[src/rtl/ecr_pkg.sv]
package ecr_pkg;
  // timing
  localparam int CLK_HZ = 40_000_000;
  localparam int SELF_TEST_TIME_MS = 1000;
  localparam int SELF_TEST_CYCLES = CLK_HZ / 1000 * SELF_TEST_TIME_MS;
  // bus
  localparam int ADDR_W = 32;
  localparam int DATA_W = 64;
  localparam logic [31:0] OFS_STREAM_DATA = 32'h01C0_0000;
  localparam logic [31:0] OFS_STREAM_SRC = 32'h01C0_0100;
  localparam logic [31:0] OFS_STREAM_DST = 32'h01C0_0200;
  localparam logic [31:0] OFS_COUNTERS = 32'h01C0_0300;
  localparam logic [31:0] OFS_SELF_TEST = 32'h01C0_0800;
  localparam logic [31:0] OFS_CONTROL = 32'h01C0_0A00;
  localparam logic [31:0] OFS_STATUS = 32'h01C0_0B00;
  localparam logic [31:0] OFS_RESET = 32'h01C0_0C00;
  localparam logic [31:0] OFS_ERROR = 32'h01C0_0E00;
  localparam logic [31:0] OFS_IDENT = 32'h01C0_0F00;
  localparam int DWORD_LSB = 3;
  localparam int PAGE_LSB = 8;
  // block transfer
  localparam int DW_SEL_W = 3;
  localparam int BLOCK_DWORDS = 4;
  localparam int BLK_IDX_W = 2;
  localparam int BT_RDY = 63;
  localparam int BT_C = 36;
  localparam int BT_PA_LSB = 5;
  localparam int BT_PA_W = 31;
  localparam int SUBBLK_IDX_W = 2;
  // counters
  localparam int CNT_W = 32;
  localparam int CNT_FREEZE = 31;
  // control
  localparam int CTL_RC = 9;
  localparam int CTL_PF = 5;
  localparam int CTL_MC = 4;
  localparam int CTL_PE = 3;
  localparam int CTL_CE = 2;
  localparam logic CTL_MC_RESET = 1'b1;
  // status
  localparam int ST_SXP = 39;
  localparam int ST_SM = 38;
  localparam int ST_NCS_LSB = 8;
  localparam int ST_SPC_LSB = 4;
  localparam int ST_WP = 2;
  localparam int ST_RP = 1;
  localparam int ST_PP = 0;
  localparam int PEND_W = 4;
  // reset flags
  localparam int RST_WD = 2;
  localparam int RST_SI = 1;
  // error capture
  localparam int ER_ME = 63;
  localparam int ER_CC = 61;
  localparam int ER_VP = 60;
  localparam int ER_CP = 59;
  localparam int ER_AE = 58;
  localparam int ER_EV = 57;
  localparam int ER_OP_LSB = 47;
  localparam int OP_W = 10;
  localparam int ER_CODE_LSB = 39;
  localparam int CODE_W = 8;
  localparam int ACK_W = 3;
  localparam int ER_S = 38;
  localparam int PA_W = 36;
  localparam int SYNC_FAULT_STATUS_W = 32;
  localparam int SYNC_FAULT_STATUS_VP = 13;
  // identity
  localparam int ID_MID_LSB = 24;
  localparam int MID_W = 4;
  localparam int ID_DEV_LSB = 8;
  localparam int ID_REV_LSB = 4;
  localparam int SIG_W = 31;

  typedef enum logic {ECR_IDLE, ECR_WAIT} ecr_host_e;

  // per-byte parity, byte i gives bit i; even=1 gives even parity
  function automatic logic [7:0] ecr_par8(input logic [63:0] d, input logic even);
    logic [7:0] p;
    p = '0;
    for (int i = 0; i < 8; i++) begin
      p[i] = (^d[i*8 +: 8]) ^ ~even;
    end
    return p;
  endfunction
endpackage

[src/rtl/ecr_bus_if.sv]
`timescale 1ns/1ps
`default_nettype none
interface ecr_bus_if;
  import ecr_pkg::*;
  logic req;
  logic we;
  logic [ADDR_W-1:0] addr;
  logic [DATA_W-1:0] wdata;
  logic [DATA_W-1:0] rdata;
  logic ack;
  modport host (output req, output we, output addr, output wdata, input rdata, input ack);
  modport dev (input req, input we, input addr, input wdata, output rdata, output ack);
endinterface
`default_nettype wire

[src/rtl/ecr_dev.sv]
`timescale 1ns/1ps
`default_nettype none
module ecr_dev #(
  parameter int SELF_TEST_LEN = ecr_pkg::SELF_TEST_CYCLES,
  parameter logic [7:0] DEVICE_NUMBER = 8'h3C,  // arbitrary value
  parameter logic [3:0] REVISION_NUMBER = 4'h7, // arbitrary value
  parameter logic [3:0] VENDOR_NUMBER = 4'hA    // arbitrary value
) (
  input wire logic SYS_CLK,
  input wire logic RST_B,
  ecr_bus_if.dev BUS,
  output logic STREAM_READ_REQ,
  output logic STREAM_WRITE_REQ,
  output logic [ecr_pkg::BT_PA_W-1:0] STREAM_SRC_ADDR,
  output logic STREAM_SRC_CACHEABLE,
  output logic [ecr_pkg::BT_PA_W-1:0] STREAM_DST_ADDR,
  output logic STREAM_DST_CACHEABLE,
  output logic [ecr_pkg::BLOCK_DWORDS*ecr_pkg::DATA_W-1:0] STREAM_BLOCK,
  input wire logic STREAM_FILL_VALID,
  input wire logic [ecr_pkg::BLK_IDX_W-1:0] STREAM_FILL_INDEX,
  input wire logic [ecr_pkg::DATA_W-1:0] STREAM_FILL_DATA,
  input wire logic STREAM_READ_DONE,
  input wire logic STREAM_WRITE_DONE,
  input wire logic CACHE_REF,
  input wire logic CACHE_MISS,
  input wire logic REF_IS_READ,
  input wire logic BURST_READ_MISS,
  input wire logic [ecr_pkg::BT_PA_W-1:0] MISS_SUBBLK_ADDR,
  input wire logic NEXT_SUBBLK_PRESENT,
  input wire logic PREFETCH_DONE,
  output logic PREFETCH_REQ,
  output logic [ecr_pkg::BT_PA_W-1:0] PREFETCH_ADDR,
  output logic READ_ONLY_COUNTING,
  output logic PREFETCH_ENABLE,
  output logic MULTI_COMMAND_ENABLE,
  output logic PARITY_EVEN_CHECK,
  output logic CACHE_ENABLE,
  input wire logic [ecr_pkg::DATA_W-1:0] WR_DATA,
  output logic [7:0] WR_PARITY,
  input wire logic RD_VALID,
  input wire logic [ecr_pkg::DATA_W-1:0] RD_DATA,
  input wire logic [7:0] RD_PARITY,
  input wire logic STORE_EXCEPTION_PENDING,
  input wire logic SYNCHRONOUS_SPEED,
  input wire logic [ecr_pkg::PEND_W-1:0] NONCACHE_STORE_PENDING_COUNT,
  input wire logic [ecr_pkg::PEND_W-1:0] STORE_PENDING_COUNT,
  input wire logic WRITE_MISS_PENDING,
  input wire logic READ_MISS_PENDING,
  input wire logic WATCHDOG_RESET,
  output logic SOFT_RESET,
  input wire logic CONSISTENCY_ERROR,
  input wire logic MASTER_WRITE_PARITY_ERROR,
  input wire logic ASYNCHRONOUS_ERROR,
  input wire logic [ecr_pkg::ACK_W-1:0] ERR_BUS_ACK,
  input wire logic [ecr_pkg::OP_W-1:0] ERR_OPERATION_CODE,
  input wire logic ERR_SUPERVISOR,
  input wire logic [ecr_pkg::PA_W-1:0] ERR_ADDR,
  output logic MODULE_ERROR,
  output logic [ecr_pkg::SYNC_FAULT_STATUS_W-1:0] SYNC_FAULT_STATUS,
  output logic [ecr_pkg::PA_W-1:0] SYNC_FAULT_ADDRESS,
  input wire logic [ecr_pkg::MID_W-1:0] MODULE_ID
);
  import ecr_pkg::*;

  if (SELF_TEST_LEN < 1) begin : g_chk
    $error("SELF_TEST_LEN must be at least one cycle");
  end

  typedef struct packed {
    logic [BT_PA_W-1:0] src_addr;
    logic src_c;
    logic src_rdy;
    logic [BT_PA_W-1:0] dst_addr;
    logic dst_c;
    logic dst_rdy;
    logic [BLOCK_DWORDS-1:0][DATA_W-1:0] blk;
    logic rd_req;
    logic wr_req;
    logic [CNT_W-1:0] miss_count;
    logic [CNT_W-1:0] ref_count;
    logic read_only_counting;
    logic prefetch_enable;
    logic multi_command_enable;
    logic parity_even_check;
    logic cache_enable;
    logic watchdog_reset_flag;
    logic soft_reset;
    logic multiple_error;
    logic consistency_error;
    logic master_write_parity_error;
    logic read_parity_error;
    logic asynchronous_error;
    logic error_valid;
    logic [OP_W-1:0] operation_code;
    logic [CODE_W-1:0] err_code;
    logic err_super;
    logic [PA_W-1:0] err_addr;
    logic sync_fault_status_vp;
    logic [PA_W-1:0] sync_fault_address;
    logic pf_req;
    logic pf_pend;
    logic [BT_PA_W-1:0] pf_addr;
    logic self_test_busy;
    logic [31:0] self_test_cnt;
    logic [SIG_W-1:0] signature;
    logic ack;
    logic [DATA_W-1:0] rdata;
    logic [7:0] wr_par;
  } ecr_dev_s;

  ecr_dev_s st_ff;
  ecr_dev_s nxt_st;

  logic take;
  logic [DATA_W-1:0] rd_val;
  logic [7:0] syndrome;
  logic cp_in;

  always_comb begin
    nxt_st = st_ff;
    nxt_st.rd_req = 1'b0;
    nxt_st.wr_req = 1'b0;
    nxt_st.pf_req = 1'b0;
    nxt_st.ack = 1'b0;
    take = BUS.req && !st_ff.ack && !st_ff.self_test_busy;
    rd_val = '0;
    // odd mode leaves checking off so a forced bad parity is never reported
    syndrome = ecr_par8(RD_DATA, 1'b1) ^ RD_PARITY;
    cp_in = RD_VALID && st_ff.parity_even_check && (|syndrome);
    nxt_st.wr_par = ecr_par8(WR_DATA, st_ff.parity_even_check);

    // hardware events before bus writes: completions, counts, prefetch
    if (STREAM_FILL_VALID) begin
      nxt_st.blk[STREAM_FILL_INDEX] = STREAM_FILL_DATA;
    end
    if (STREAM_READ_DONE) begin
      nxt_st.src_rdy = 1'b1;
    end
    if (STREAM_WRITE_DONE) begin
      nxt_st.dst_rdy = 1'b1;
    end
    if (!st_ff.ref_count[CNT_FREEZE]) begin
      if (CACHE_REF && (!st_ff.read_only_counting || REF_IS_READ)) begin
        nxt_st.ref_count = st_ff.ref_count + 1'b1;
      end
      if (CACHE_MISS && (!st_ff.read_only_counting || REF_IS_READ)) begin
        nxt_st.miss_count = st_ff.miss_count + 1'b1;
      end
    end
    if (PREFETCH_DONE) begin
      nxt_st.pf_pend = 1'b0;
    end
    if (BURST_READ_MISS && st_ff.prefetch_enable && !NEXT_SUBBLK_PRESENT && !st_ff.pf_pend
        && (MISS_SUBBLK_ADDR[SUBBLK_IDX_W-1:0] != '1)) begin
      nxt_st.pf_req = 1'b1;
      nxt_st.pf_pend = 1'b1;
      nxt_st.pf_addr = MISS_SUBBLK_ADDR + 1'b1;
    end

    // self-test runs with the bus answer withheld, which stalls the processor
    if (st_ff.self_test_busy) begin
      nxt_st.signature = {st_ff.signature[SIG_W-2:0],
                          st_ff.signature[SIG_W-1] ^ st_ff.signature[2]};
      nxt_st.self_test_cnt = st_ff.self_test_cnt - 1'b1;
      if (st_ff.self_test_cnt == '0) begin
        nxt_st.self_test_busy = 1'b0;
        nxt_st.ack = 1'b1;
      end
    end

    if (take) begin
      nxt_st.ack = 1'b1;
      if (BUS.addr[ADDR_W-1:PAGE_LSB] == OFS_STREAM_DATA[ADDR_W-1:PAGE_LSB]) begin
        // only the dword select matters here; other offset bits are don't-care
        rd_val = st_ff.blk[BUS.addr[DWORD_LSB +: BLK_IDX_W]];
        if (BUS.we) begin
          nxt_st.blk[BUS.addr[DWORD_LSB +: BLK_IDX_W]] = BUS.wdata;
        end
      end else if (BUS.addr[ADDR_W-1:DWORD_LSB] == OFS_STREAM_SRC[ADDR_W-1:DWORD_LSB]) begin
        rd_val[BT_RDY] = st_ff.src_rdy;
        rd_val[BT_C] = st_ff.src_c;
        rd_val[BT_PA_LSB +: BT_PA_W] = st_ff.src_addr;
        if (BUS.we) begin
          nxt_st.src_c = BUS.wdata[BT_C];
          nxt_st.src_addr = BUS.wdata[BT_PA_LSB +: BT_PA_W];
          nxt_st.src_rdy = 1'b0;
          nxt_st.rd_req = 1'b1;
        end
      end else if (BUS.addr[ADDR_W-1:DWORD_LSB] == OFS_STREAM_DST[ADDR_W-1:DWORD_LSB]) begin
        rd_val[BT_RDY] = st_ff.dst_rdy;
        rd_val[BT_C] = st_ff.dst_c;
        rd_val[BT_PA_LSB +: BT_PA_W] = st_ff.dst_addr;
        if (BUS.we) begin
          nxt_st.dst_c = BUS.wdata[BT_C];
          nxt_st.dst_addr = BUS.wdata[BT_PA_LSB +: BT_PA_W];
          nxt_st.dst_rdy = 1'b0;
          nxt_st.wr_req = 1'b1;
        end
      end else if (BUS.addr[ADDR_W-1:DWORD_LSB] == OFS_COUNTERS[ADDR_W-1:DWORD_LSB]) begin
        rd_val = {st_ff.miss_count, st_ff.ref_count};
        if (BUS.we) begin
          // software write wins over a same-cycle count so a zero store clears
          {nxt_st.miss_count, nxt_st.ref_count} = BUS.wdata;
        end
      end else if (BUS.addr[ADDR_W-1:DWORD_LSB] == OFS_SELF_TEST[ADDR_W-1:DWORD_LSB]) begin
        rd_val[SIG_W-1:0] = st_ff.signature;
        if (BUS.we) begin
          nxt_st.ack = 1'b0;
          nxt_st.self_test_busy = 1'b1;
          nxt_st.self_test_cnt = 32'(SELF_TEST_LEN - 1);
          nxt_st.signature = '1;
        end
      end else if (BUS.addr[ADDR_W-1:DWORD_LSB] == OFS_CONTROL[ADDR_W-1:DWORD_LSB]) begin
        rd_val[CTL_RC] = st_ff.read_only_counting;
        rd_val[CTL_PF] = st_ff.prefetch_enable;
        rd_val[CTL_MC] = st_ff.multi_command_enable;
        rd_val[CTL_PE] = st_ff.parity_even_check;
        rd_val[CTL_CE] = st_ff.cache_enable;
        if (BUS.we) begin
          nxt_st.read_only_counting = BUS.wdata[CTL_RC];
          nxt_st.prefetch_enable = BUS.wdata[CTL_PF];
          nxt_st.multi_command_enable = BUS.wdata[CTL_MC];
          nxt_st.parity_even_check = BUS.wdata[CTL_PE];
          nxt_st.cache_enable = BUS.wdata[CTL_CE];
        end
      end else if (BUS.addr[ADDR_W-1:DWORD_LSB] == OFS_STATUS[ADDR_W-1:DWORD_LSB]) begin
        rd_val[ST_SXP] = STORE_EXCEPTION_PENDING;
        rd_val[ST_SM] = SYNCHRONOUS_SPEED;
        rd_val[ST_NCS_LSB +: PEND_W] = NONCACHE_STORE_PENDING_COUNT;
        rd_val[ST_SPC_LSB +: PEND_W] = STORE_PENDING_COUNT;
        rd_val[ST_WP] = WRITE_MISS_PENDING;
        rd_val[ST_RP] = READ_MISS_PENDING;
        rd_val[ST_PP] = st_ff.pf_pend;
      end else if (BUS.addr[ADDR_W-1:DWORD_LSB] == OFS_RESET[ADDR_W-1:DWORD_LSB]) begin
        rd_val[RST_WD] = st_ff.watchdog_reset_flag;
        rd_val[RST_SI] = st_ff.soft_reset;
        if (BUS.we) begin
          nxt_st.soft_reset = BUS.wdata[RST_SI];
          if (BUS.wdata[RST_WD]) begin
            nxt_st.watchdog_reset_flag = 1'b0;
          end
        end
      end else if (BUS.addr[ADDR_W-1:DWORD_LSB] == OFS_ERROR[ADDR_W-1:DWORD_LSB]) begin
        rd_val[ER_ME] = st_ff.multiple_error;
        rd_val[ER_CC] = st_ff.consistency_error;
        rd_val[ER_VP] = st_ff.master_write_parity_error;
        rd_val[ER_CP] = st_ff.read_parity_error;
        rd_val[ER_AE] = st_ff.asynchronous_error;
        rd_val[ER_EV] = st_ff.error_valid;
        rd_val[ER_OP_LSB +: OP_W] = st_ff.operation_code;
        rd_val[ER_CODE_LSB +: CODE_W] = st_ff.err_code;
        rd_val[ER_S] = st_ff.err_super;
        rd_val[PA_W-1:0] = st_ff.err_addr;
        if (BUS.we) begin
          // clearing only what was written back keeps errors posted since the read
          if (BUS.wdata[ER_ME]) nxt_st.multiple_error = 1'b0;
          if (BUS.wdata[ER_CC]) nxt_st.consistency_error = 1'b0;
          if (BUS.wdata[ER_VP]) nxt_st.master_write_parity_error = 1'b0;
          if (BUS.wdata[ER_CP]) nxt_st.read_parity_error = 1'b0;
          if (BUS.wdata[ER_AE]) nxt_st.asynchronous_error = 1'b0;
          if (BUS.wdata[ER_EV]) nxt_st.error_valid = 1'b0;
        end
      end else if (BUS.addr[ADDR_W-1:DWORD_LSB] == OFS_IDENT[ADDR_W-1:DWORD_LSB]) begin
        rd_val[ID_MID_LSB +: MID_W] = MODULE_ID;
        rd_val[ID_DEV_LSB +: 8] = DEVICE_NUMBER;
        rd_val[ID_REV_LSB +: 4] = REVISION_NUMBER;
        rd_val[3:0] = VENDOR_NUMBER;
      end
      if (!BUS.we) begin
        nxt_st.rdata = rd_val;
      end
    end

    // error posting after the release write: a set in the clear cycle wins
    if (WATCHDOG_RESET) nxt_st.watchdog_reset_flag = 1'b1;
    if ((CONSISTENCY_ERROR && st_ff.consistency_error)
        || (MASTER_WRITE_PARITY_ERROR && st_ff.master_write_parity_error)
        || (cp_in && st_ff.read_parity_error)
        || (ASYNCHRONOUS_ERROR && st_ff.asynchronous_error)) begin
      nxt_st.multiple_error = 1'b1;
    end
    if (CONSISTENCY_ERROR) nxt_st.consistency_error = 1'b1;
    if (cp_in) nxt_st.read_parity_error = 1'b1;
    if (ASYNCHRONOUS_ERROR) nxt_st.asynchronous_error = 1'b1;
    if (MASTER_WRITE_PARITY_ERROR) begin
      nxt_st.master_write_parity_error = 1'b1;
      nxt_st.sync_fault_status_vp = 1'b1;
      nxt_st.sync_fault_address = ERR_ADDR;
    end
    if ((CONSISTENCY_ERROR || cp_in || ASYNCHRONOUS_ERROR) && !nxt_st.error_valid) begin
      nxt_st.error_valid = 1'b1;
      nxt_st.err_super = ERR_SUPERVISOR;
      // consistency, read parity and asynchronous errors share one detail port; only the code field differs
      nxt_st.operation_code = ERR_OPERATION_CODE;
      nxt_st.err_addr = ERR_ADDR;
      nxt_st.err_code = '0;
      if (ASYNCHRONOUS_ERROR) begin
        nxt_st.err_code = {{(CODE_W-ACK_W){1'b0}}, ERR_BUS_ACK};
      end else if (cp_in) begin
        nxt_st.err_code = syndrome;
      end
    end
  end

  always_ff @(posedge SYS_CLK or negedge RST_B) begin
    if (!RST_B) begin
      st_ff <= '0;
      st_ff.multi_command_enable <= CTL_MC_RESET;
    end else begin
      st_ff <= nxt_st;
    end
  end

  assign BUS.ack = st_ff.ack;
  assign BUS.rdata = st_ff.rdata;
  assign STREAM_READ_REQ = st_ff.rd_req;
  assign STREAM_WRITE_REQ = st_ff.wr_req;
  assign STREAM_SRC_ADDR = st_ff.src_addr;
  assign STREAM_SRC_CACHEABLE = st_ff.src_c;
  assign STREAM_DST_ADDR = st_ff.dst_addr;
  assign STREAM_DST_CACHEABLE = st_ff.dst_c;
  assign STREAM_BLOCK = st_ff.blk;
  assign PREFETCH_REQ = st_ff.pf_req;
  assign PREFETCH_ADDR = st_ff.pf_addr;
  assign READ_ONLY_COUNTING = st_ff.read_only_counting;
  assign PREFETCH_ENABLE = st_ff.prefetch_enable;
  assign MULTI_COMMAND_ENABLE = st_ff.multi_command_enable;
  assign PARITY_EVEN_CHECK = st_ff.parity_even_check;
  assign CACHE_ENABLE = st_ff.cache_enable;
  assign WR_PARITY = st_ff.wr_par;
  assign SOFT_RESET = st_ff.soft_reset;
  assign MODULE_ERROR = st_ff.consistency_error | st_ff.master_write_parity_error
                      | st_ff.read_parity_error | st_ff.asynchronous_error
                      | st_ff.watchdog_reset_flag;
  assign SYNC_FAULT_STATUS = {{(SYNC_FAULT_STATUS_W-SYNC_FAULT_STATUS_VP-1){1'b0}}, st_ff.sync_fault_status_vp, {SYNC_FAULT_STATUS_VP{1'b0}}};
  assign SYNC_FAULT_ADDRESS = st_ff.sync_fault_address;
endmodule
`default_nettype wire

[src/flat_wrapper.sv]
// flat-port wrapper written by rule: the top's interface ports become plain ports
module ecr_dev_flat import ecr_pkg::*;
#(
  parameter int SELF_TEST_LEN = ecr_pkg::SELF_TEST_CYCLES,
  parameter logic [7:0] DEVICE_NUMBER = 8'h3C,                    
  parameter logic [3:0] REVISION_NUMBER = 4'h7,                   
  parameter logic [3:0] VENDOR_NUMBER = 4'hA                      
)
  (SYS_CLK, RST_B, STREAM_READ_REQ, STREAM_WRITE_REQ, STREAM_SRC_ADDR, STREAM_SRC_CACHEABLE, STREAM_DST_ADDR, STREAM_DST_CACHEABLE, STREAM_BLOCK, STREAM_FILL_VALID, STREAM_FILL_INDEX, STREAM_FILL_DATA, STREAM_READ_DONE, STREAM_WRITE_DONE, CACHE_REF, CACHE_MISS, REF_IS_READ, BURST_READ_MISS, MISS_SUBBLK_ADDR, NEXT_SUBBLK_PRESENT, PREFETCH_DONE, PREFETCH_REQ, PREFETCH_ADDR, READ_ONLY_COUNTING, PREFETCH_ENABLE, MULTI_COMMAND_ENABLE, PARITY_EVEN_CHECK, CACHE_ENABLE, WR_DATA, WR_PARITY, RD_VALID, RD_DATA, RD_PARITY, STORE_EXCEPTION_PENDING, SYNCHRONOUS_SPEED, NONCACHE_STORE_PENDING_COUNT, STORE_PENDING_COUNT, WRITE_MISS_PENDING, READ_MISS_PENDING, WATCHDOG_RESET, SOFT_RESET, CONSISTENCY_ERROR, MASTER_WRITE_PARITY_ERROR, ASYNCHRONOUS_ERROR, ERR_BUS_ACK, ERR_OPERATION_CODE, ERR_SUPERVISOR, ERR_ADDR, MODULE_ERROR, SYNC_FAULT_STATUS, SYNC_FAULT_ADDRESS, MODULE_ID, BUS_req, BUS_we, BUS_addr, BUS_wdata, BUS_rdata, BUS_ack);
  ecr_bus_if BUS_i ();
  input wire logic SYS_CLK;
  input wire logic RST_B;
  output logic STREAM_READ_REQ;
  output logic STREAM_WRITE_REQ;
  output logic [ecr_pkg::BT_PA_W-1:0] STREAM_SRC_ADDR;
  output logic STREAM_SRC_CACHEABLE;
  output logic [ecr_pkg::BT_PA_W-1:0] STREAM_DST_ADDR;
  output logic STREAM_DST_CACHEABLE;
  output logic [ecr_pkg::BLOCK_DWORDS*ecr_pkg::DATA_W-1:0] STREAM_BLOCK;
  input wire logic STREAM_FILL_VALID;
  input wire logic [ecr_pkg::BLK_IDX_W-1:0] STREAM_FILL_INDEX;
  input wire logic [ecr_pkg::DATA_W-1:0] STREAM_FILL_DATA;
  input wire logic STREAM_READ_DONE;
  input wire logic STREAM_WRITE_DONE;
  input wire logic CACHE_REF;
  input wire logic CACHE_MISS;
  input wire logic REF_IS_READ;
  input wire logic BURST_READ_MISS;
  input wire logic [ecr_pkg::BT_PA_W-1:0] MISS_SUBBLK_ADDR;
  input wire logic NEXT_SUBBLK_PRESENT;
  input wire logic PREFETCH_DONE;
  output logic PREFETCH_REQ;
  output logic [ecr_pkg::BT_PA_W-1:0] PREFETCH_ADDR;
  output logic READ_ONLY_COUNTING;
  output logic PREFETCH_ENABLE;
  output logic MULTI_COMMAND_ENABLE;
  output logic PARITY_EVEN_CHECK;
  output logic CACHE_ENABLE;
  input wire logic [ecr_pkg::DATA_W-1:0] WR_DATA;
  output logic [7:0] WR_PARITY;
  input wire logic RD_VALID;
  input wire logic [ecr_pkg::DATA_W-1:0] RD_DATA;
  input wire logic [7:0] RD_PARITY;
  input wire logic STORE_EXCEPTION_PENDING;
  input wire logic SYNCHRONOUS_SPEED;
  input wire logic [ecr_pkg::PEND_W-1:0] NONCACHE_STORE_PENDING_COUNT;
  input wire logic [ecr_pkg::PEND_W-1:0] STORE_PENDING_COUNT;
  input wire logic WRITE_MISS_PENDING;
  input wire logic READ_MISS_PENDING;
  input wire logic WATCHDOG_RESET;
  output logic SOFT_RESET;
  input wire logic CONSISTENCY_ERROR;
  input wire logic MASTER_WRITE_PARITY_ERROR;
  input wire logic ASYNCHRONOUS_ERROR;
  input wire logic [ecr_pkg::ACK_W-1:0] ERR_BUS_ACK;
  input wire logic [ecr_pkg::OP_W-1:0] ERR_OPERATION_CODE;
  input wire logic ERR_SUPERVISOR;
  input wire logic [ecr_pkg::PA_W-1:0] ERR_ADDR;
  output logic MODULE_ERROR;
  output logic [ecr_pkg::SYNC_FAULT_STATUS_W-1:0] SYNC_FAULT_STATUS;
  output logic [ecr_pkg::PA_W-1:0] SYNC_FAULT_ADDRESS;
  input wire logic [ecr_pkg::MID_W-1:0] MODULE_ID;
  input wire logic [$bits(BUS_i.req)-1:0] BUS_req;
  input wire logic [$bits(BUS_i.we)-1:0] BUS_we;
  input wire logic [$bits(BUS_i.addr)-1:0] BUS_addr;
  input wire logic [$bits(BUS_i.wdata)-1:0] BUS_wdata;
  output wire logic [$bits(BUS_i.rdata)-1:0] BUS_rdata;
  output wire logic [$bits(BUS_i.ack)-1:0] BUS_ack;
  assign BUS_i.req = BUS_req;
  assign BUS_i.we = BUS_we;
  assign BUS_i.addr = BUS_addr;
  assign BUS_i.wdata = BUS_wdata;
  assign BUS_rdata = BUS_i.rdata;
  assign BUS_ack = BUS_i.ack;
  ecr_dev #(.SELF_TEST_LEN(SELF_TEST_LEN), .DEVICE_NUMBER(DEVICE_NUMBER), .REVISION_NUMBER(REVISION_NUMBER), .VENDOR_NUMBER(VENDOR_NUMBER)) u_core (.SYS_CLK(SYS_CLK), .RST_B(RST_B), .BUS(BUS_i), .STREAM_READ_REQ(STREAM_READ_REQ), .STREAM_WRITE_REQ(STREAM_WRITE_REQ), .STREAM_SRC_ADDR(STREAM_SRC_ADDR), .STREAM_SRC_CACHEABLE(STREAM_SRC_CACHEABLE), .STREAM_DST_ADDR(STREAM_DST_ADDR), .STREAM_DST_CACHEABLE(STREAM_DST_CACHEABLE), .STREAM_BLOCK(STREAM_BLOCK), .STREAM_FILL_VALID(STREAM_FILL_VALID), .STREAM_FILL_INDEX(STREAM_FILL_INDEX), .STREAM_FILL_DATA(STREAM_FILL_DATA), .STREAM_READ_DONE(STREAM_READ_DONE), .STREAM_WRITE_DONE(STREAM_WRITE_DONE), .CACHE_REF(CACHE_REF), .CACHE_MISS(CACHE_MISS), .REF_IS_READ(REF_IS_READ), .BURST_READ_MISS(BURST_READ_MISS), .MISS_SUBBLK_ADDR(MISS_SUBBLK_ADDR), .NEXT_SUBBLK_PRESENT(NEXT_SUBBLK_PRESENT), .PREFETCH_DONE(PREFETCH_DONE), .PREFETCH_REQ(PREFETCH_REQ), .PREFETCH_ADDR(PREFETCH_ADDR), .READ_ONLY_COUNTING(READ_ONLY_COUNTING), .PREFETCH_ENABLE(PREFETCH_ENABLE), .MULTI_COMMAND_ENABLE(MULTI_COMMAND_ENABLE), .PARITY_EVEN_CHECK(PARITY_EVEN_CHECK), .CACHE_ENABLE(CACHE_ENABLE), .WR_DATA(WR_DATA), .WR_PARITY(WR_PARITY), .RD_VALID(RD_VALID), .RD_DATA(RD_DATA), .RD_PARITY(RD_PARITY), .STORE_EXCEPTION_PENDING(STORE_EXCEPTION_PENDING), .SYNCHRONOUS_SPEED(SYNCHRONOUS_SPEED), .NONCACHE_STORE_PENDING_COUNT(NONCACHE_STORE_PENDING_COUNT), .STORE_PENDING_COUNT(STORE_PENDING_COUNT), .WRITE_MISS_PENDING(WRITE_MISS_PENDING), .READ_MISS_PENDING(READ_MISS_PENDING), .WATCHDOG_RESET(WATCHDOG_RESET), .SOFT_RESET(SOFT_RESET), .CONSISTENCY_ERROR(CONSISTENCY_ERROR), .MASTER_WRITE_PARITY_ERROR(MASTER_WRITE_PARITY_ERROR), .ASYNCHRONOUS_ERROR(ASYNCHRONOUS_ERROR), .ERR_BUS_ACK(ERR_BUS_ACK), .ERR_OPERATION_CODE(ERR_OPERATION_CODE), .ERR_SUPERVISOR(ERR_SUPERVISOR), .ERR_ADDR(ERR_ADDR), .MODULE_ERROR(MODULE_ERROR), .SYNC_FAULT_STATUS(SYNC_FAULT_STATUS), .SYNC_FAULT_ADDRESS(SYNC_FAULT_ADDRESS), .MODULE_ID(MODULE_ID));
endmodule
[config.mk]
export PLATFORM = sky130hd
export DESIGN_NAME = ecr_dev_flat
export DESIGN_NICKNAME = d
export VERILOG_FILES = /design/src/rtl/ecr_pkg.sv /design/src/rtl/ecr_bus_if.sv /design/src/rtl/ecr_dev.sv /design/src/flat_wrapper.sv
export SDC_FILE = /design/constraint.sdc
export NUM_CORES = 1
export LEC_CHECK = 0
export BUFFER_PORTS_ARGS = -buffer_cell sky130_fd_sc_hd__buf_2
export CELL_PAD_IN_SITES_DETAIL_PLACEMENT = 1
export CELL_PAD_IN_SITES_GLOBAL_PLACEMENT = 1
export CORE_AREA = 4 4 350 352
export DETAILED_ROUTE_END_ITERATION = 10
export DIE_AREA = 0 0 354 356
export PLACE_DENSITY = 0.72
export SYNTH_ARGS = -nofsm -noshare
export SYNTH_HDL_FRONTEND = slang
export SYNTH_SLANG_ARGS = --single-unit
[constraint.sdc]
create_clock -name SYS_CLK -period 2.8 [get_ports SYS_CLK]
set_clock_uncertainty 0.1 [all_clocks]
set_input_delay 0.56 -clock SYS_CLK [delete_from_list [all_inputs] [get_ports SYS_CLK]]
set_output_delay 0.56 -clock SYS_CLK [all_outputs]
set_load 0.05 [all_outputs]
==> results of run 1 <==
## cells by family after synthesis
family	synth area share
buffers and inverters	0.127
muxes	0.136
adders and majority gates	0.00128
DFF	0.423
AOI/OAI and AO/OA	0.121
other	0.0000956
xor gates and xnor gates	0.0539
and+or+nand+nor	0.138
## placed cells by master (no fill, tap or decap), types with 9 or more instances in the layout
cell type / instances
a31oi_1: 38
o211ai_1: 100
a221oi_1: 24
a21oi_1: 372
inv_1: 25
clkinv_2: 11
xor2_1: 61
buf_2: 877
nand2_1: 279
conb_1: 31
buf_12: 66
nor3_1: 34
clkbuf_8: 16
nand3_1: 92
clkbuf_1: 17
dfrtp_1: 660
a22o_1: 21
a21o_1: 9
buf_4: 214
xnor2_1: 160
o21ai_0: 22
or4_1: 9
clkbuf_16: 86
a22oi_1: 36
nand3b_1: 51
and3_1: 15
o2111ai_1: 50
nor4_1: 26
and4_1: 12
or3_1: 9
mux2i_1: 288
mux4_2: 64
a222oi_1: 22
nor2_1: 467
nand4_1: 78
diode_2: 18
mux2_2: 82
or2_2: 12
## worst max path at each step
stage | endpoint | cells past startpoint | start | slack [ns]
finish | u_core.PARITY_EVEN_CHECK | 7 | u_core.BUS.ack | 0.13
global route | u_core.st_ff[118] | 7 | u_core.st_ff[107] | 0.05
CTS | u_core.st_ff[337] | 6 | u_core.READ_ONLY_COUNTING | 0.007
detailed placement | u_core.BUS.rdata[29] | 11 | BUS_addr[25] | -0.59
global placement | u_core.BUS.rdata[32] | 11 | BUS_addr[25] | -0.58
floorplan | u_core.STREAM_DST_ADDR[10] | 8 | BUS_addr[15] | 0.02
## power by group
| group | internal [uW] | total, uW | leakage [uW] | switching, uW |
|---|---|---|---|---|
| Combinational | 2260 | 8110 | 0.0127 | 5850 |
| Sequential | 10400 | 11200 | 0.00825 | 717 |
| Clock | 6820 | 11500 | 0.00139 | 4680 |
| Total | 19500 | 30800 | 0.0224 | 11200 |
## stage by stage
step,cells,power [uW],setup WS [ns],TNS [ns]
floorplan,4050,17500,0.0158,0
global placement,6049,19200,-0.579,-219.58
detailed placement,6049,19400,-0.588,-226.68
CTS,6205,31000,0.00746,0
global route,6213,31800,0.0492,0
finish,6223,30800,0.127,0
## registers in the layout, summed over array words and instances, names as in the netlist, 8 cells and up
name,count
u_core.st_ff,193
u_core.BUS.rdata,64
u_core.STREAM_SRC_ADDR,31
u_core.PREFETCH_ADDR,31
u_core.WR_PARITY,8
u_core.SYNC_FAULT_ADDRESS,36
u_core.STREAM_BLOCK,256
u_core.STREAM_DST_ADDR,31
## synthesized netlist by cell type (9+ instances only)
library cell / count
or4_1: 10
buf_2: 68
nand4_1: 78
mux2i_1: 288
a21o_1: 9
xor2_1: 61
and4_1: 13
xnor2_1: 160
o211ai_1: 100
nor2_1: 469
nand3_1: 94
o21ai_0: 22
and3_1: 16
a31oi_1: 38
nor3_1: 37
nand2_1: 280
clkbuf_1: 186
or3_1: 10
mux2_2: 82
a22oi_1: 36
buf_4: 499
a22o_1: 21
o2111ai_1: 50
a21oi_1: 373
a221oi_1: 24
mux4_2: 64
nand3b_1: 51
a222oi_1: 22
dfrtp_1: 662
or2_2: 12
nor4_1: 29
buf_1: 14
inv_1: 25
## timing repair
item / CTS / global route
gates resized for setup: 0 / 5
endpoints found under the hold margin: 22 / 0
hold buffers: 4 / 0
setup endpoints to repair: 0 / 7
## tightest hold or removal path, cell delays in order
cell and delay [ns]:
buf_2 0.08, nor2_1 0.04, nor2_1 0.10
## layout make-up
| cell class | instances | share of cell area |
|---|---|---|
| diodes | 18 | 0.000960 |
| clock buffers | 119 | 0.0519 |
| clock inverters | 33 | 0.00909 |
| inverters | 25 | 0.00200 |
| multi-input cells | 2590 | 0.382 |
| flip-flops and latches | 663 | 0.354 |
| well taps | 1612 | 0.0430 |
| repair buffers | 1163 | 0.157 |
## routing by layer
metal  vias to the layer above  routed length (um)  GRT usage  share of wire
met2                      1329               78900      0.418           0.46
met5                         -                 134          0        0.00078
met3                       292               15500     0.0803          0.090
met4                        22                6250     0.0961          0.036
met1                     17200               71200      0.338           0.41
li1                      14800                   -          -              -
==> flow_metrics.env, run 1 <==
export IMPL_finalWirelength_um=172000
export IMPL_vias=33700
export IMPL_min_from="STREAM_WRITE_DONE"
export IMPL_antenna_found_initial=39
export IMPL_synthArstFlopShare=1.00
export IMPL_worst_hold_path_type="primary input to flop"
export IMPL_stdcell_area_um2=46900
export IMPL_worstPathMaxFanout=4
export IMPL_ir_drop_uv=451
export IMPL_synth_area_leaders="dfrtp_1 (42%), buf_4 (9.5%), mux2i_1 (7.3%)"
export IMPL_rows=127
export IMPL_viasPerCell=5.41
export IMPL_area_growth_pct=19.6
export IMPL_setup_viol=0
export IMPL_cts_buffer_depth=3
export IMPL_hpwl_um=133000
export IMPL_detail_route_wl_per_cell_um=27.6
export IMPL_gp_congestion=0.928
export IMPL_cts_tree="yes"
export IMPL_cp_start_kind="flop"
export IMPL_critPathTopFamily="simple AND/OR/NAND/NOR gates"
export IMPL_leakage_uw=0.0224
export IMPL_grt_pass1_vias=35200
export IMPL_fp_dieH_um=356
export IMPL_n_fill_cell=13800
export IMPL_multi_input_area_um2=17900
export IMPL_portBuffers=880
export IMPL_crit_arrival_ns=3.11
export IMPL_yosys_area_top_type_share=0.422
export IMPL_hold_viol=0
export IMPL_cp_end_kind="flop"
export IMPL_finalMaxSlewViolations=0
export IMPL_hold_slack_ns=0.0642
export IMPL_status="complete, no violations"
export IMPL_grt_remaining_overflow=0
export IMPL_slowest_delay_ns=0.44
export IMPL_r2r_end="u_core.PARITY_EVEN_CHECK"
export IMPL_dieWidth_um=354
export IMPL_ys_seq_area_frac=0.423
export IMPL_io_pins=915
export IMPL_seqCellArea_um2=16600
export IMPL_crit_chain="nand2b_1 -> nor3b_2 -> a21boi_2 -> o31a_1 -> and3_1 -> buf_4 -> mux2_4"
export IMPL_required_ns=3.24
export IMPL_avgSynthCellArea_um2=9.76
export IMPL_root_buffer="clkbuf_16"
export IMPL_rrSetupSlack_ns=0.13
export IMPL_start_util=0.329
export IMPL_ys_warn_count=0
export IMPL_whs_path_depth=3
export IMPL_cts_reportedPaths_clkPinSlew_ns=0.06
export IMPL_relSlewSlack=0.281
export IMPL_max_cap_violations=0
export IMPL_fmax_mhz=374
export IMPL_htree_levels=3
export IMPL_netlist_instances=4020
export IMPL_path_class="flop to flop"
export IMPL_cts_buffers_inserted=84
export IMPL_min_period_ns=2.67
export IMPL_reg2reg_depth=7
export IMPL_synthFlopType="dfrtp_1"
export IMPL_fin_nets=4944
export IMPL_slowest_stage="a21boi_2"
export IMPL_drive_above_1_share=0.328
export IMPL_whs_endpoint="u_core.st_ff[597]"
export IMPL_tightest_slew_ns=1.08
export IMPL_worst_path_buf_inv=1
export IMPL_track_usage=0.263
export IMPL_drtAntennaViolNets=0
export IMPL_synth_edf_count=0
export IMPL_grt_pass1_wl_um=247000
export IMPL_first_pass_iters=6
export IMPL_rsz0062_at_grt="false"
export IMPL_clock_latency_ns=0.67
export IMPL_power_density_nw_per_um2=656
export IMPL_synth_area_leader_cell="dfrtp_1"
export IMPL_netlist_area_um2=39200
export IMPL_r2r_start="u_core.BUS.ack"
export IMPL_place_area_um2=44000
export IMPL_synth_cell_types=79
export IMPL_core_area_um2=119000
export IMPL_synth_ff_latch_count=663
export IMPL_finalCritPeriodShare=0.955
export IMPL_postCtsSetupBuffers=0
export IMPL_dr_first_iter_drc_count=2446
export IMPL_postLayoutCoreUtil=0.393
export IMPL_die_area_um2=126000
export IMPL_grt_start_max_net_pins=116
export IMPL_cts_sinks=663
export IMPL_drc=0
Power figures use the tool's default switching activity.
==> run 2, diff against run 1 <==
ABC_AREA = 1   (was unset)
PLACE_DENSITY = 0.75   (was 0.72)
==> flow_metrics.env, run 2 <==
export IMPL_synth_area_leaders="dfrtp_1 (43%), nand2_1 (16%), buf_4 (9.7%)"
export IMPL_rrSetupSlack_ns=0.25
export IMPL_synthFlopType="dfrtp_1"
export IMPL_r2r_start="u_core.st_ff[275]"
export IMPL_rows=127
export IMPL_yosysMostFrequentCell="nand2_1"
export IMPL_r2r_end="u_core.st_ff[305]"
export IMPL_status="complete, no violations"
export IMPL_drive_above_1_share=0.231
export IMPL_drtAntennaViolNets=0
export IMPL_cp_start_kind="flop"
export IMPL_required_ns=3.25
export IMPL_vias=37100
export IMPL_dieWidth_um=354
export IMPL_synth_edf_count=0
export IMPL_largest_reg_flops=256
export IMPL_path_class="flop to flop"
export IMPL_clock_latency_ns=0.68
export IMPL_area_growth_pct=20.3
export IMPL_hpwl_um=140000
export IMPL_cts_buffers_inserted=86
export IMPL_ir_drop_uv=433
export IMPL_cts_sinks=663
export IMPL_p_total_uw=29500
export IMPL_portBuffers=880
export IMPL_detail_route_wl_per_cell_um=24.1
export IMPL_synthArstFlopShare=1.00
export IMPL_crit_arrival_ns=2.99
export IMPL_final_cells=7396
export IMPL_avgSynthCellArea_um2=7.50
export IMPL_netlist_instances=5173
export IMPL_first_pass_iters=5
export IMPL_dp_cells=7177
export IMPL_max_cap_violations=0
export IMPL_antenna_found_initial=37
export IMPL_finalMaxSlewViolations=0
export IMPL_yosys_area_top_type_share=0.427
export IMPL_worst_hold_path_type="primary input to flop"
export IMPL_relSlewSlack=0.419
export IMPL_grt_start_max_net_pins=79
export IMPL_min_period_ns=2.55
export IMPL_root_buffer="clkbuf_16"
export IMPL_grt_remaining_overflow=0
export IMPL_setup_viol=0
export IMPL_critPathLaunch="u_core.st_ff[275]"
export IMPL_final_common_cell="nand2_1"
export IMPL_ys_seq_area_frac=0.427
export IMPL_finalCritPeriodShare=0.910
export IMPL_final_cell_mix="nand2_1 (1,652), buf_2 (879), o21ai_0 (668)"
export IMPL_die_area_um2=126000
export IMPL_tns_ns=0
export IMPL_cts_reportedPaths_clkPinSlew_ns=0.06
export IMPL_postCtsSetupBuffers=0
export IMPL_synth_area_leader_cell="dfrtp_1"
export IMPL_synth_cell_types=57
export IMPL_ys_top_cells_by_count="nand2_1 (1,652), o21ai_0 (668), dfrtp_1 (662)"
export IMPL_htree_levels=3
export IMPL_track_usage=0.273
export IMPL_io_pins=915
export IMPL_fp_dieH_um=356
export IMPL_finalWirelength_um=179000
export IMPL_hold_viol=0
export IMPL_fmax_mhz=393
export IMPL_netlist_area_um2=38800
export IMPL_hold_slack_ns=0.0427
export IMPL_cp_end_kind="flop"
export IMPL_start_util=0.325
export IMPL_leakage_uw=0.0247
export IMPL_ys_warn_count=0
export IMPL_rsz0062_at_grt="false"
export IMPL_grt_pass1_wl_um=257000
export IMPL_power_density_nw_per_um2=632
export IMPL_crit_end="u_core.st_ff[305]"
export IMPL_tightest_slew_ns=0.871
export IMPL_reg2reg_depth=14
export IMPL_cts_buffer_depth=3
export IMPL_gp_congestion=0.934
export IMPL_viasPerCell=5.01
export IMPL_dr_first_iter_drc_count=2748
export IMPL_cts_tree="yes"
export IMPL_drc=0
export IMPL_core_area_um2=119000
export IMPL_worstPathMaxFanout=5
export IMPL_fin_nets=6112
export IMPL_grt_pass1_vias=38400
export IMPL_synth_ff_latch_count=663
[run 2: changes by cell type in the layout (fill, tap and decap cells not counted), sizes merged, moves of 64 or more]
cell / before / now
nor2: 469 / 238
mux2: 87 / 0
o211ai: 100 / 28
xnor2: 160 / 87
nand3: 94 / 180
mux4: 64 / 0
mux2i: 288 / 0
nand2: 281 / 1659
inv: 30 / 406
o21ai: 25 / 741
buf: 1159 / 1090
a21oi: 373 / 76
[run 2: power breakdown]
part	switching (uW)	internal, uW
Clock	4820	7150
Sequential	587	10300
Combinational	5050	1630
[run 2: timing repair]
item	CTS	global route
hold endpoints to repair	91	0
hold buffers	42	0
gates resized for setup	0	3
setup endpoints to repair	0	6
[run 2: final cells by class]
class	count	area, um2
Inverter	405	1530
Antenna cell	16	40.0
Fill cell	14800	72700
Timing Repair Buffer	1132	7190
Clock buffer	118	2460
Multi-Input combinational cell	3407	16300
Sequential cell	663	16600
Clock inverter	43	596
Tap cell	1612	2020
[run 2: through the flow]
step	setup WS (ns)	instance area, um2	utilization
after floorplan	0.535	38900	-
after CTS	0.0751	46600	0.391
after global routing	0.0510	46700	0.391
after detailed placement	-0.00569	43200	0.362
final	0.253	46700	0.391
after global placement	0.0302	43200	0.362
[run 2: worst min path at each step]
stage / startpoint / end / slack (ns) / cells past startpoint
floorplan: RST_B / u_core.BUS.ack / 0.16 / 0
global placement: u_core.SYNC_FAULT_STATUS[13] / u_core.SYNC_FAULT_STATUS[13] / 0.35 / 1
detailed placement: u_core.SYNC_FAULT_ADDRESS[5] / u_core.SYNC_FAULT_ADDRESS[5] / 0.35 / 2
CTS: ERR_ADDR[1] / u_core.st_ff[208] / 0.0001 / 3
global route: ERR_ADDR[1] / u_core.st_ff[208] / 0.03 / 3
finish: ERR_ADDR[30] / u_core.st_ff[237] / 0.04 / 3
[run 2: worst max-delay path, cell delays in order, from the launching register on]
cell	delay, ns
dfrtp_1	0.45
ha_1	0.22
inv_1	0.07
nor3_2	0.20
nand3b_1	0.17
nor2_2	0.21
nand3_1	0.18
inv_1	0.10
nand2_1	0.08
inv_1	0.15
nand2_1	0.13
nor2_1	0.13
nand2_1	0.07
nand3_1	0.08
o21ai_0	0.07
[run 2: kinds of logic after synthesis]
| logic type | Yosys count | share of synthesized area |
|---|---|---|
| and+or+nand+nor | 2217 | 0.234 |
| buffers and inverters | 1133 | 0.160 |
| AOI/OAI and AO/OA | 973 | 0.136 |
| DFF | 663 | 0.427 |
| xor gates and xnor gates | 182 | 0.0411 |
| adders and majority gates | 4 | 0.00129 |
| other | 1 | 0.0000966 |
[run 2: routing by layer]
metal,part of all wire,global-route usage,vias up
met2,0.49,0.474,1275
met1,0.38,0.317,18300
met4,0.049,0.120,6
li1,-,-,17200
met3,0.079,0.0721,313
met5,0.00018,0,-
